--- config.mk ---
export PLATFORM = sky130hd
export DESIGN_NAME = gpp_port
export DESIGN_NICKNAME = d
export VERILOG_FILES = /design/src/logic/gpp_pkg.sv /design/src/logic/gpp_sync.sv /design/src/logic/gpp_seg_bank.sv /design/src/logic/gpp_port.sv
export VERILOG_INCLUDE_DIRS = /design/src /design/src/logic
export SDC_FILE = /design/constraint.sdc
export NUM_CORES = 1
export LEC_CHECK = 0
export BUFFER_PORTS_ARGS = -buffer_cell sky130_fd_sc_hd__buf_2
export CAP_MARGIN = 10
export CORE_AREA = 2 2 247 249
export CTS_CLUSTER_SIZE = 40
export DETAILED_ROUTE_END_ITERATION = 8
export DIE_AREA = 0 0 249 251
export PLACE_DENSITY_LB_ADDON = 0.1
export SYNTH_ARGS = -nofsm -noshare
export SYNTH_HDL_FRONTEND = slang
export SYNTH_SLANG_ARGS = --single-unit
--- constraint.sdc ---
create_clock -name CLK_SYS_I -period 5.8 [get_ports CLK_SYS_I]
set_input_delay 0 -clock CLK_SYS_I [delete_from_list [all_inputs] [get_ports CLK_SYS_I]]
set_output_delay 0 -clock CLK_SYS_I [all_outputs]
set_load 0.005 [all_outputs]
--- src/logic/gpp_map.svh ---
/*
 Register indices, field positions, masks and reset values of the
 general pin port. Included by the pin port design files only.
*/
`ifndef GPP_MAP_SVH
`define GPP_MAP_SVH

// Register indices; the APB byte address is four times the index
`define GPP_IDX_DAT_A    10'h080
`define GPP_IDX_DAT_B    10'h090
`define GPP_IDX_DIR_B    10'h091
`define GPP_IDX_DAT_C    10'h0A0
`define GPP_IDX_DIR_C    10'h0A1
`define GPP_IDX_DIR_A    10'h0A2
`define GPP_IDX_DAT_D    10'h0B0
`define GPP_IDX_MAP_BASE 10'h100
`define GPP_IDX_SEG_BASE 10'h110
`define GPP_IDX_HP_DIR   10'h160
`define GPP_IDX_HP_DAT   10'h164
`define GPP_IDX_OPT      10'h168

// Segment numbering: pin n pairs with segment n + 20
`define GPP_SEG_LO       24
`define GPP_SEG_HI       71
`define GPP_SEG_PAIR     20
`define GPP_MAP_LO_BYTE  3

// Field positions
`define GPP_SEG_DAT_BIT  0
`define GPP_SEG_DIR_BIT  3
`define GPP_HP_DAT_BIT   4
`define GPP_HP_DIR_BIT   7

// Implemented bits of the port registers
`define GPP_DIR_A_MASK   8'hFE
`define GPP_DIR_C_MASK   8'h3A
`define GPP_DAT_D_MASK   8'h6F

// Reset values
`define GPP_BYTE_RST     8'h00
`define GPP_OPT_RST      2'h3

`endif

--- src/logic/gpp_pkg.sv ---
/*
 Types of the general pin port: register select, bank write carrier
 and the state record of the port. No assumptions on surroundings.
*/
package gpp_pkg;

    typedef enum logic [3:0] {
        R_NONE  = 4'b0000,
        R_DAT_A = 4'b0001,
        R_DAT_B = 4'b0010,
        R_DAT_C = 4'b0011,
        R_DAT_D = 4'b0100,
        R_DIR_A = 4'b0101,
        R_DIR_B = 4'b0110,
        R_DIR_C = 4'b0111,
        R_MAP   = 4'b1000,
        R_SEG   = 4'b1001,
        R_HPDIR = 4'b1010,
        R_HPDAT = 4'b1011,
        R_OPT   = 4'b1100
    } gpp_reg_e;

    typedef struct packed {
        logic       we;
        logic [5:0] idx;
        logic [7:0] data;
    } gpp_bwr_s;

    typedef struct packed {
        logic [7:0]  dat_a;
        logic [7:0]  dat_b;
        logic [7:0]  dat_c;
        logic [7:0]  dat_d;
        logic [7:0]  dir_a;
        logic [7:0]  dir_b;
        logic [7:0]  dir_c;
        logic [47:0] map;
        logic [2:0]  hp_dir;
        logic [2:0]  hp_dat;
        logic [1:0]  opt;
        logic [58:0] po;
        logic [58:0] oe;
        logic [31:0] rdata;
        logic        rdy;
        logic        err;
    } gpp_state_s;

endpackage

--- src/logic/gpp_sync.sv ---
/*
 Two-stage synchroniser for a vector of pin levels.
 Assumes each bit is an independent level from outside the clock domain.
*/
`timescale 1ns/100ps
module gpp_sync #(
    parameter int W = 59
) (
    input  wire logic         clk_i,
    input  wire logic         rst_i,
    input  wire logic [W-1:0] d_i,
    output logic      [W-1:0] q_o
);
    logic [W-1:0] meta_q;
    logic [W-1:0] sync_q;

    // First stage feeds the second stage only
    always_ff @(posedge clk_i) begin
        if (rst_i) begin
            meta_q <= '0;
            sync_q <= '0;
        end else begin
            meta_q <= d_i;
            sync_q <= meta_q;
        end
    end

    assign q_o = sync_q;
endmodule

--- src/logic/gpp_seg_bank.sv ---
/*
 Segment control byte store, one byte per shareable segment.
 Assumes writes come from the port's bus slave with an in-range index.
*/
`timescale 1ns/100ps
`include "gpp_map.svh"
module gpp_seg_bank
    import gpp_pkg::*;
#(
    parameter int N = 48
) (
    input  wire logic         clk_i,
    input  wire logic         rst_i,
    input  wire gpp_bwr_s     wr_i,
    input  wire logic [5:0]   ridx_i,
    output logic      [7:0]   rdata_o,
    output logic      [N-1:0] b0_o,
    output logic      [N-1:0] b3_o
);
    if (N < 1 || N > 64) begin : g_chk
        $error("gpp_seg_bank: N out of range");
    end

    logic [7:0] mem_q [N];

    // Cleared so every segment-steered pin starts as an input
    always_ff @(posedge clk_i) begin
        if (rst_i) begin
            for (int i = 0; i < N; i++) begin
                mem_q[i] <= `GPP_BYTE_RST;
            end
        end else if (wr_i.we) begin
            mem_q[wr_i.idx] <= wr_i.data;
        end
    end

    assign rdata_o = (int'(ridx_i) < N) ? mem_q[ridx_i] : 8'h00;

    for (genvar k = 0; k < N; k++) begin : g_bit
        assign b0_o[k] = mem_q[k][`GPP_SEG_DAT_BIT];
        assign b3_o[k] = mem_q[k][`GPP_SEG_DIR_BIT];
    end
endmodule

--- src/logic/gpp_port.sv ---
/*
 General pin port with segment sharing, an APB slave with byte registers.
 Assumes a single 100 MHz clock, synchronous reset, asynchronous pin
 inputs and segment drive levels from an external LCD waveform block.
*/
// Design decision made here: register access over APB.
`timescale 1ns/100ps
`include "gpp_map.svh"
// Overview of operation
// [RQ1] After reset every general pin is input
// [RQ2] Map bit one routes pin to segment
// [RQ3] Direction bit zero input, one output
// [RQ4] Port data registers write outputs, read levels
// [RQ5] Pins 0-15 in groups a, b; push-button bit0
// [RQ6] Direction bits of pins 1-15 in groups a, b
// [RQ7] Pins 16-23 group c; few direction bits
// [RQ8] Pins 24-27, 29, 30 in group d
// [RQ9] No direction register from pin 24 up
// [RQ10] No data register from pin 40 up
// [RQ11] Segment byte bit 3 sets missing directions
// [RQ12] Segment byte bit 0 carries missing data
// [RQ13] Pins 56-58 never share a segment
// [RQ14] Pins 56-58 use own direction, data bytes
// [RQ15] Dedicated pins: 3 and 56-58
// [RQ16] Thirty-seven pins share segment n+20
// [RQ17] Pins 1, 2 general only without optical
// [RQ18] Map bit index equals paired segment number
// [RQ19] Writes stored but inactive until pin outputs
module gpp_port
    import gpp_pkg::*;
#(
    parameter int NPIN = 59,
    parameter int NSEG = 48
) (
    // Clock and reset
    input  wire logic            CLK_SYS_I,
    input  wire logic            RESET_I,
    // APB slave
    input  wire logic            PSEL_I,
    input  wire logic            PENABLE_I,
    input  wire logic            PWRITE_I,
    input  wire logic [11:0]     PADDR_I,
    input  wire logic [31:0]     PWDATA_I,
    output logic      [31:0]     PRDATA_O,
    output logic                 PREADY_O,
    output logic                 PSLVERR_O,
    // Pins
    input  wire logic [NPIN-1:0] PIN_I,
    output logic      [NPIN-1:0] PIN_O,
    output logic      [NPIN-1:0] PIN_OE_O,
    // Segment drive and optical serial
    input  wire logic [NSEG-1:0] LCD_SEG_I,
    input  wire logic            OPTICAL_SERIAL_TRANSMIT_I,
    output logic                 OPTICAL_SERIAL_RECEIVE_O
);
    if (NPIN != 59 || NSEG != 48) begin : g_chk
        $error("gpp_port: pin map is fixed at 59 pins, 48 segments");
    end

    function automatic bit is_shared(input int n);
        return (n >= 4 && n <= 27) || n == 29 || n == 30 ||
               (n >= 40 && n <= 45) || (n >= 47 && n <= 51);
    endfunction

    function automatic bit has_dir(input int n);
        logic [23:0] m;
        m = {`GPP_DIR_C_MASK, 8'hFF, `GPP_DIR_A_MASK};
        return n < 24 && m[n];
    endfunction

    function automatic bit has_dat(input int n);
        logic [31:0] m;
        m = {`GPP_DAT_D_MASK, 8'hFF, 8'hFF, 8'hFF};
        return n < 32 && m[n];
    endfunction

    function automatic gpp_reg_e decode(input logic [9:0] idx);
        if (idx >= `GPP_IDX_SEG_BASE + 10'(`GPP_SEG_LO) &&
            idx <= `GPP_IDX_SEG_BASE + 10'(`GPP_SEG_HI)) begin
            return R_SEG;
        end
        if (idx >= `GPP_IDX_MAP_BASE + 10'(`GPP_MAP_LO_BYTE) &&
            idx <  `GPP_IDX_MAP_BASE + 10'(`GPP_MAP_LO_BYTE + 6)) begin
            return R_MAP;
        end
        if (idx >= `GPP_IDX_HP_DIR && idx < `GPP_IDX_HP_DIR + 10'h003) begin
            return R_HPDIR;
        end
        if (idx >= `GPP_IDX_HP_DAT && idx < `GPP_IDX_HP_DAT + 10'h003) begin
            return R_HPDAT;
        end
        case (idx)
            `GPP_IDX_DAT_A: return R_DAT_A;
            `GPP_IDX_DAT_B: return R_DAT_B;
            `GPP_IDX_DAT_C: return R_DAT_C;
            `GPP_IDX_DAT_D: return R_DAT_D;
            `GPP_IDX_DIR_A: return R_DIR_A;
            `GPP_IDX_DIR_B: return R_DIR_B;
            `GPP_IDX_DIR_C: return R_DIR_C;
            `GPP_IDX_OPT:   return R_OPT;
            default:        return R_NONE;
        endcase
    endfunction

    gpp_state_s       st;
    gpp_state_s       nx;
    gpp_bwr_s         bwr;
    gpp_reg_e         rsel;
    logic [9:0]       idx;
    logic [5:0]       sidx;
    logic [2:0]       midx;
    logic [1:0]       hidx;
    logic [7:0]       wbyte;
    logic [7:0]       rd_byte;
    logic [7:0]       bank_rd;
    logic             acc;
    logic [NPIN-1:0]  pin_s;
    logic [NPIN-1:0]  dir;
    logic [NPIN-1:0]  val;
    logic [NPIN-1:0]  seg_on;
    logic [NPIN-1:0]  lcd_lvl;
    logic [NPIN-1:0]  gp_out;
    logic [NPIN-1:0]  rb;
    logic [NPIN-1:0]  po_d;
    logic [NPIN-1:0]  oe_d;
    logic [NSEG-1:0]  seg_b0;
    logic [NSEG-1:0]  seg_b3;
    logic [NSEG-1:0]  rb_seg;
    logic [23:0]      dir_sfr;
    logic [31:0]      dat_sfr;

    gpp_sync #(
        .W (NPIN)
    ) u_sync (
        .clk_i (CLK_SYS_I),
        .rst_i (RESET_I),
        .d_i   (PIN_I),
        .q_o   (pin_s)
    );

    gpp_seg_bank #(
        .N (NSEG)
    ) u_bank (
        .clk_i   (CLK_SYS_I),
        .rst_i   (RESET_I),
        .wr_i    (bwr),
        .ridx_i  (sidx),
        .rdata_o (bank_rd),
        .b0_o    (seg_b0),
        .b3_o    (seg_b3)
    );

    assign idx   = PADDR_I[11:2];
    assign rsel  = decode(idx);
    assign acc   = PSEL_I & PENABLE_I;
    assign wbyte = PWDATA_I[7:0];
    assign sidx  = 6'(idx - (`GPP_IDX_SEG_BASE + 10'(`GPP_SEG_LO)));
    assign midx  = 3'(idx - (`GPP_IDX_MAP_BASE + 10'(`GPP_MAP_LO_BYTE)));
    assign hidx  = idx[1:0];

    // Unimplemented bits never act, whatever was written
    assign dir_sfr = {st.dir_c & `GPP_DIR_C_MASK, st.dir_b,
                      st.dir_a & `GPP_DIR_A_MASK};                        // [RQ6] [RQ7]
    assign dat_sfr = {st.dat_d & `GPP_DAT_D_MASK, st.dat_c, st.dat_b, st.dat_a}; // [RQ8]

    for (genvar n = 0; n < NPIN; n++) begin : g_pin
        if (is_shared(n)) begin : g_sh
            // Map bit and segment byte are those of segment n + 20
            assign seg_on[n]  = st.map[n + `GPP_SEG_PAIR - `GPP_SEG_LO];   // [RQ16] [RQ18]
            assign lcd_lvl[n] = LCD_SEG_I[n + `GPP_SEG_PAIR - `GPP_SEG_LO]; // [RQ2]
        end else begin : g_ded
            assign seg_on[n]  = 1'b0;                                     // [RQ13] [RQ15]
            assign lcd_lvl[n] = 1'b0;
        end
        if (has_dir(n)) begin : g_dsfr
            assign dir[n] = dir_sfr[n];                                   // [RQ6] [RQ7]
        end else if (is_shared(n)) begin : g_dseg
            assign dir[n] = seg_b3[n + `GPP_SEG_PAIR - `GPP_SEG_LO];      // [RQ9] [RQ11]
        end else if (n >= 56) begin : g_dhp
            assign dir[n] = st.hp_dir[n - 56];                            // [RQ14]
        end else begin : g_dnone
            assign dir[n] = 1'b0;
        end
        if (has_dat(n)) begin : g_vsfr
            assign val[n] = dat_sfr[n];                                   // [RQ4] [RQ5]
        end else if (is_shared(n)) begin : g_vseg
            assign val[n] = seg_b0[n + `GPP_SEG_PAIR - `GPP_SEG_LO];      // [RQ10] [RQ12]
        end else if (n >= 56) begin : g_vhp
            assign val[n] = st.hp_dat[n - 56];                            // [RQ14]
        end else begin : g_vnone
            assign val[n] = 1'b0;
        end
        if (n == 1 || n == 2) begin : g_opt
            // Optical function owns the pin while selected
            assign gp_out[n] = ~st.opt[n - 1] & dir[n];                   // [RQ17]
        end else begin : g_gp
            assign gp_out[n] = ~seg_on[n] & dir[n];                       // [RQ2] [RQ3]
        end
        // Stored value shows only while the pin is a general output
        assign rb[n] = gp_out[n] ? val[n] : pin_s[n];                     // [RQ19]
        if (n == 2) begin : g_tx
            assign oe_d[n] = st.opt[1] | gp_out[n];                       // [RQ17]
            assign po_d[n] = st.opt[1] ? OPTICAL_SERIAL_TRANSMIT_I : val[n] & gp_out[n];
        end else begin : g_drv
            assign oe_d[n] = seg_on[n] | gp_out[n];                       // [RQ2] [RQ3]
            assign po_d[n] = seg_on[n] ? lcd_lvl[n] : val[n] & gp_out[n]; // [RQ19]
        end
    end

    for (genvar k = 0; k < NSEG; k++) begin : g_seg
        if (is_shared(k + `GPP_SEG_LO - `GPP_SEG_PAIR) &&
            !has_dat(k + `GPP_SEG_LO - `GPP_SEG_PAIR)) begin : g_lvl
            assign rb_seg[k] = rb[k + `GPP_SEG_LO - `GPP_SEG_PAIR];       // [RQ12]
        end else begin : g_raw
            assign rb_seg[k] = seg_b0[k];
        end
    end

    // Read multiplexer
    always_comb begin
        case (rsel)
            R_DAT_A: rd_byte = rb[7:0];                                   // [RQ5]
            R_DAT_B: rd_byte = rb[15:8];
            R_DAT_C: rd_byte = rb[23:16];
            R_DAT_D: rd_byte = rb[31:24] & `GPP_DAT_D_MASK;               // [RQ8]
            R_DIR_A: rd_byte = dir_sfr[7:0];
            R_DIR_B: rd_byte = dir_sfr[15:8];
            R_DIR_C: rd_byte = dir_sfr[23:16];
            R_MAP:   rd_byte = st.map[{midx, 3'b000} +: 8];
            R_SEG:   rd_byte = {bank_rd[7:1], rb_seg[sidx]};
            R_HPDIR: rd_byte = 8'(st.hp_dir[hidx]) << `GPP_HP_DIR_BIT;
            R_HPDAT: rd_byte = 8'(rb[56 + int'(hidx)]) << `GPP_HP_DAT_BIT;
            R_OPT:   rd_byte = {6'h00, st.opt};
            default: rd_byte = 8'h00;
        endcase
    end

    // Next state; one wait state, write lands on the completing edge
    always_comb begin
        nx     = st;
        bwr    = '0;
        nx.rdy = acc & ~st.rdy;
        nx.err = 1'b0;
        if (acc & ~st.rdy) begin
            nx.err   = (rsel == R_NONE);
            nx.rdata = PWRITE_I ? 32'h0000_0000 : {24'h00_0000, rd_byte};
        end
        if (acc & st.rdy & PWRITE_I) begin
            case (rsel)
                R_DAT_A: nx.dat_a = wbyte;                                // [RQ4] [RQ19]
                R_DAT_B: nx.dat_b = wbyte;
                R_DAT_C: nx.dat_c = wbyte;
                R_DAT_D: nx.dat_d = wbyte & `GPP_DAT_D_MASK;
                R_DIR_A: nx.dir_a = wbyte & `GPP_DIR_A_MASK;
                R_DIR_B: nx.dir_b = wbyte;
                R_DIR_C: nx.dir_c = wbyte & `GPP_DIR_C_MASK;
                R_MAP:   nx.map[{midx, 3'b000} +: 8] = wbyte;
                R_SEG: begin
                    bwr.we   = 1'b1;
                    bwr.idx  = sidx;
                    bwr.data = wbyte;
                end
                R_HPDIR: nx.hp_dir[hidx] = wbyte[`GPP_HP_DIR_BIT];        // [RQ14]
                R_HPDAT: nx.hp_dat[hidx] = wbyte[`GPP_HP_DAT_BIT];
                R_OPT:   nx.opt = wbyte[1:0];
                default: bwr.we = 1'b0;
            endcase
        end
        nx.po = po_d;
        nx.oe = oe_d;
    end

    // Everything clears; optical pins come up in optical use
    always_ff @(posedge CLK_SYS_I) begin
        if (RESET_I) begin
            st     <= '0;                                                 // [RQ1]
            st.opt <= `GPP_OPT_RST;
        end else begin
            st <= nx;
        end
    end

    assign PRDATA_O  = st.rdata;
    assign PREADY_O  = st.rdy;
    assign PSLVERR_O = st.err;
    assign PIN_O     = st.po;
    assign PIN_OE_O  = st.oe;
    assign OPTICAL_SERIAL_RECEIVE_O  = pin_s[1];

    rst_inputs_a: assert property (@(posedge CLK_SYS_I) RESET_I |=> // [RQ1]
        st.dir_a == 8'h00 && st.dir_b == 8'h00 && st.dir_c == 8'h00 &&
        st.hp_dir == 3'h0 && st.map == '0)
        else $error("direction state not cleared by reset");

    seg_route_a: assert property (@(posedge CLK_SYS_I) disable iff (RESET_I) // [RQ2]
        st.map[0] |=> st.oe[4] && st.po[4] == $past(LCD_SEG_I[0]))
        else $error("pin 4 not driven by its segment");

    gp_output_a: assert property (@(posedge CLK_SYS_I) disable iff (RESET_I) // [RQ3]
        !st.map[1] && st.dir_a[5] |=> st.oe[5] && st.po[5] == $past(st.dat_a[5]))
        else $error("pin 5 output wrong");

    gp_input_a: assert property (@(posedge CLK_SYS_I) disable iff (RESET_I) // [RQ3]
        !st.dir_b[0] && !st.map[4] |=> !st.oe[8])
        else $error("pin 8 driven while input");

    data_write_a: assert property (@(posedge CLK_SYS_I) disable iff (RESET_I) // [RQ4]
        acc && st.rdy && PWRITE_I && idx == `GPP_IDX_DAT_B
        |=> st.dat_b == $past(PWDATA_I[7:0]))
        else $error("port group b write lost");

    button_read_a: assert property (@(posedge CLK_SYS_I) disable iff (RESET_I) // [RQ5]
        acc && !st.rdy && !PWRITE_I && idx == `GPP_IDX_DAT_A
        |=> PREADY_O && PRDATA_O[0] == $past(pin_s[0]))
        else $error("push-button level not read");

    seg_dir_a: assert property (@(posedge CLK_SYS_I) disable iff (RESET_I) // [RQ11]
        !st.map[36] && seg_b3[36] |=> st.oe[40] && st.po[40] == $past(seg_b0[36]))
        else $error("pin 40 not steered by its segment byte");

    high_pin_a: assert property (@(posedge CLK_SYS_I) disable iff (RESET_I) // [RQ14]
        st.hp_dir[0] |=> st.oe[56] && st.po[56] == $past(st.hp_dat[0]))
        else $error("pin 56 output wrong");

    stored_hidden_a: assert property (@(posedge CLK_SYS_I) disable iff (RESET_I) // [RQ19]
        !st.dir_a[6] ##1 acc && !st.rdy && !PWRITE_I && idx == `GPP_IDX_DAT_A
        && !st.dir_a[6] |=> PRDATA_O[6] == $past(pin_s[6]))
        else $error("stored value visible on an input pin");

    optical_serial_transmit_a: assert property (@(posedge CLK_SYS_I) disable iff (RESET_I) // [RQ17]
        st.opt[1] |=> st.oe[2] && st.po[2] == $past(OPTICAL_SERIAL_TRANSMIT_I))
        else $error("transmit pin not given to optical function");
endmodule

==> results.toml <==
[critical_path]
master_of_the_slowest_instance_on_the_critical_path = "sky130_fd_sc_hd__nand4_2"
worst_setup_path_start_kind = "flip-flop"
worstPathRequired_ns = 6.04
worst_path_largest_cell_delay_ns = 0.56
critical_path.cell_chain = "nand4_2 > nor3_4 > buf_4 > nand3b_1 > nor2_1 > nand2_1 > nand2b_1"
rr_startpoint = "PREADY_O"
critPathKind = "reg -> reg"
critical_path_buf_inv_count = 1
crit_family = "simple AND/OR/NAND/NOR gates"
timing.critical_path.from = "PREADY_O"
timing.critical_path.arrival_ns = 3.83
endpoint_kind = "flip-flop"
cp_max_fo = 15

[finish]
drive_above_1_share_pct = 16.9
instances_no_fill = 3671
nets = 2998
n_fill_cell = 5067
area_growth_syn_to_layout_pct = 13.9

[yosys]
synth-edff-count = 384
ys_types = 84
combinational_family_with_the_most_area_after_synthesis = "simple AND/OR/NAND/NOR gates"
postSynthAreaPerCell_sq_um = 11.1
synth-async-reset-ratio_pct = 0
mappedNetlistArea_sq_um = 29600
yosys.area_share.adder_pct = 0.338
post_synthesis_xor_xnor_area_fraction_pct = 0.0888
synth-compound-area-share_pct = 6.37
proportion_of_netlist_area_held_by_the_largest_area_contributor_pct = 39.0
ys_seq_area_share_pct = 58.5
ys_top_cells_by_area = "sky130_fd_sc_hd__edfxtp_1 39%, sky130_fd_sc_hd__dfxtp_1 19%, sky130_fd_sc_hd__nor2_1 7.3%"
yosys-mux-area-fraction_pct = 9.57
ys.warnings.count = 0
synth-simple-area-share_pct = 18.3
postSynth.topFlopCell = "sky130_fd_sc_hd__edfxtp_1"
netlist_instances = 2670
synth_top_area_cell = "sky130_fd_sc_hd__edfxtp_1"
yosys_register_bits = 672

[clocking]
cts_buffer_depth = 3
cts.htree.levels = 3
cts_buffers = 71
ctsResizeCount = 0
worst_setup_hold_path_clk_slew_ns = 0.06
cts.root.buffer_cell = "sky130_fd_sc_hd__clkbuf_16"
clock_tree_from_tritoncts = "yes"
numClockSinks = 672
worstSkewPairLatency_ns = 0.62

[flow_run]
max_cap_viol_count = 0

[floorplanning]
design.die.area_sq_um = 62500
core_area_sq_um = 59800
die_h_microns = 251
row_count = 90
start_util_pct = 49.5
ios = 310
die_width_microns = 249

[global_routing]
grt_pass1_vias = 20200
met2_usage_pct = 47.7
grt-busiest-layer = "met2"
grt_util_met3_pct = 4.30
wire_length_of_the_first_global_routing_pass_mm = 132
grt_util_met1_pct = 38.3
track_usage_pct = 28.6
grt_antenna_before_repair = 6
global_route_congestion_overflow_total = 0
grt_max_degree = 127

[sta]
post-route-min-period_ns = 3.58
timing.final.ws_setup_ns = 2.22
max_freq_mhz = 279
timing.final.max_slew_violations = 0
unrepaired_setup_endpoints_after_global_routing = "no"
timing.final.hold_violations = 0
timing.final.crit_share_pct = 61.8
final-setup-viol-count = 0
tightest_slew_ns = 0.944
worst_clock_skew_ns = 0.0198
slew_headroom_pct = 36.9
setup_tns_ns = 0

[route]
vias_per_cell = 5.69
drc_errors = 0
starting_drt_drc_count = 2195
drtPass1Iterations = 7
routed_wl_mm = 89.8
drt-wirelength-per-cell_microns = 24.5
route.vias.total = 20900
antenna_violating_nets_post_route = 0

[placed_design]
dp_hpwl_mm = 60.8
pre_cts_ws_ns = 2.14
place_congestion = 0.945
io_buffers = 201
dp_cells = 3428

[power]
cellLeakagePower_nw = 12.3
power-per-cell-area_nw_per_um2 = 311
vdd_drop_max_mv = 0.253

[hold_path]
hp-class = "in -> reg"
min_from = "PWRITE_I"

[outcome]
status = "completed"
## stage by stage
| stage | total power (W) | instance area, sq um | util [%] | hold WS (ns) |
|---|---|---|---|---|
| 2_1_floorplan | 0.00567 | 29800 | - | 0.128 |
| 3_3_place_gp | 0.00586 | 30200 | 50.4 | 0.212 |
| 3_5_place_dp | 0.00587 | 30200 | 50.4 | 0.213 |
| 4_1_cts | 0.0105 | 33700 | 56.3 | 0.0191 |
| 5_1_grt | 0.0108 | 33700 | 56.3 | 0.0716 |
| 6_report | 0.0105 | 33700 | 56.4 | 0.0563 |
## final cells by class
type,instances,area (sq um),area share (%)
well taps,782,978,2.90
repair buffers,346,2400,7.12
flip-flops and latches,672,17300,51.3
clock inverters,19,230,0.683
multi-input cells,1698,10500,31.0
clock buffers,107,2160,6.41
diodes,3,7.51,0.0223
inverters,44,165,0.490
## registers in the layout (all words and copies together), names as in the netlist
register / cells
PIN_O: 43
PIN_OE_O: 43
PRDATA_O: 8
PREADY_O: 1
PSLVERR_O: 1
dat_sfr: 29
dir: 22
seg_on: 37
st: 16
u_bank.mem_q: 384
u_sync.meta_q: 44
u_sync.q_o: 44
## cell families (layout without fill, tap and decap cells)
family	count (synthesis)	after routing
muxes	162	162
adders and majority gates	8	8
DFF	672	672
other	1	59
buffers and inverters	355	516
AOI/OAI and AO/OA	301	301
and+or+nand+nor	1168	1168
xor gates and xnor gates	3	3
## worst min-delay path: cells and delay by family
family	cells	cell delay, ns
AOI/OAI and AO/OA	1	0.11
buffers and inverters	1	0.13
and+or+nand+nor	1	0.37
## report_power, final
group          leakage, nW  internal (W)  total [W]  switching [W]
clock network         1.18       0.00279    0.00465        0.00186
logic                 4.79      0.000247   0.000647       0.000401
registers             6.35       0.00514    0.00519      0.0000412
## layer usage
metal	vias up	routed length (microns)	part of all wire [%]
li1	9416	-	-
met1	10400	36200	40
met2	910	43700	49
met3	191	6590	7.3
met4	0	3270	3.6
met5	-	0	0
## cell usage in the layout, fill, tap and decap left out, types with 7 or more instances in the layout
cell type | synthesis | routed
sky130_fd_sc_hd__clkinv_1 | 3 | 8
sky130_fd_sc_hd__nand3_1 | 47 | 47
sky130_fd_sc_hd__ha_1 | 8 | 8
sky130_fd_sc_hd__mux2_2 | 16 | 16
sky130_fd_sc_hd__mux4_2 | 95 | 95
sky130_fd_sc_hd__mux2i_1 | 51 | 51
sky130_fd_sc_hd__edfxtp_1 | 384 | 384
sky130_fd_sc_hd__and2_1 | 36 | 36
sky130_fd_sc_hd__dfxtp_1 | 288 | 288
sky130_fd_sc_hd__o221ai_1 | 7 | 7
sky130_fd_sc_hd__a211oi_1 | 9 | 9
sky130_fd_sc_hd__buf_4 | 162 | 32
sky130_fd_sc_hd__nor3_1 | 14 | 14
sky130_fd_sc_hd__a22oi_1 | 12 | 12
sky130_fd_sc_hd__and3_1 | 12 | 12
sky130_fd_sc_hd__clkbuf_16 | 0 | 76
sky130_fd_sc_hd__clkbuf_8 | 0 | 14
sky130_fd_sc_hd__inv_1 | 41 | 41
sky130_fd_sc_hd__clkbuf_1 | 95 | 17
sky130_fd_sc_hd__dlygate4sd3_1 | 0 | 114
sky130_fd_sc_hd__nand2_1 | 224 | 224
sky130_fd_sc_hd__nand4_1 | 16 | 16
sky130_fd_sc_hd__a21oi_1 | 147 | 147
sky130_fd_sc_hd__nand2_2 | 8 | 8
sky130_fd_sc_hd__nand3b_1 | 14 | 14
sky130_fd_sc_hd__a31oi_1 | 11 | 11
sky130_fd_sc_hd__buf_2 | 29 | 198
sky130_fd_sc_hd__nor2b_1 | 103 | 103
sky130_fd_sc_hd__o21ai_0 | 45 | 45
sky130_fd_sc_hd__nor2_1 | 576 | 576
sky130_fd_sc_hd__nand2b_1 | 75 | 75
sky130_fd_sc_hd__conb_1 | 1 | 56
## timing repair
| item | CTS | global route |
|---|---|---|
| hold endpoints to repair | 196 | 0 |
| hold buffers | 114 | 0 |
| setup buffers | 0 | 0 |
## synth_stat cells (9+ instances only)
cell type                  count
sky130_fd_sc_hd__buf_4       162
sky130_fd_sc_hd__inv_1        41
sky130_fd_sc_hd__nand2_1     224
sky130_fd_sc_hd__nor3_1       14
sky130_fd_sc_hd__a21oi_1     147
sky130_fd_sc_hd__mux2i_1      51
sky130_fd_sc_hd__o21ai_0      45
sky130_fd_sc_hd__nand3_1      47
sky130_fd_sc_hd__nor2b_1     103
sky130_fd_sc_hd__buf_2        29
sky130_fd_sc_hd__buf_1        17
sky130_fd_sc_hd__nand3b_1     14
sky130_fd_sc_hd__dfxtp_1     288
sky130_fd_sc_hd__a31oi_1      11
sky130_fd_sc_hd__edfxtp_1    384
sky130_fd_sc_hd__nand2b_1     75
sky130_fd_sc_hd__a22oi_1      12
sky130_fd_sc_hd__and2_1       36
sky130_fd_sc_hd__clkbuf_1     95
sky130_fd_sc_hd__mux2_2       16
sky130_fd_sc_hd__nor2_1      576
sky130_fd_sc_hd__nand4_1      16
sky130_fd_sc_hd__and3_1       12
sky130_fd_sc_hd__mux4_2       95
sky130_fd_sc_hd__a211oi_1      9
## path summary, 6_finish.rpt
path,endpoint,slack [ns],cells after the start
setup reg to reg,u_bank.mem_q[14][1],2.22,7
hold / removal,PRDATA_O[2],0.06,3
setup / recovery,u_bank.mem_q[14][1],2.22,7
hold reg to reg,u_sync.q_o[10],0.43,1
Note: power is estimated with default switching activity, not from simulation.
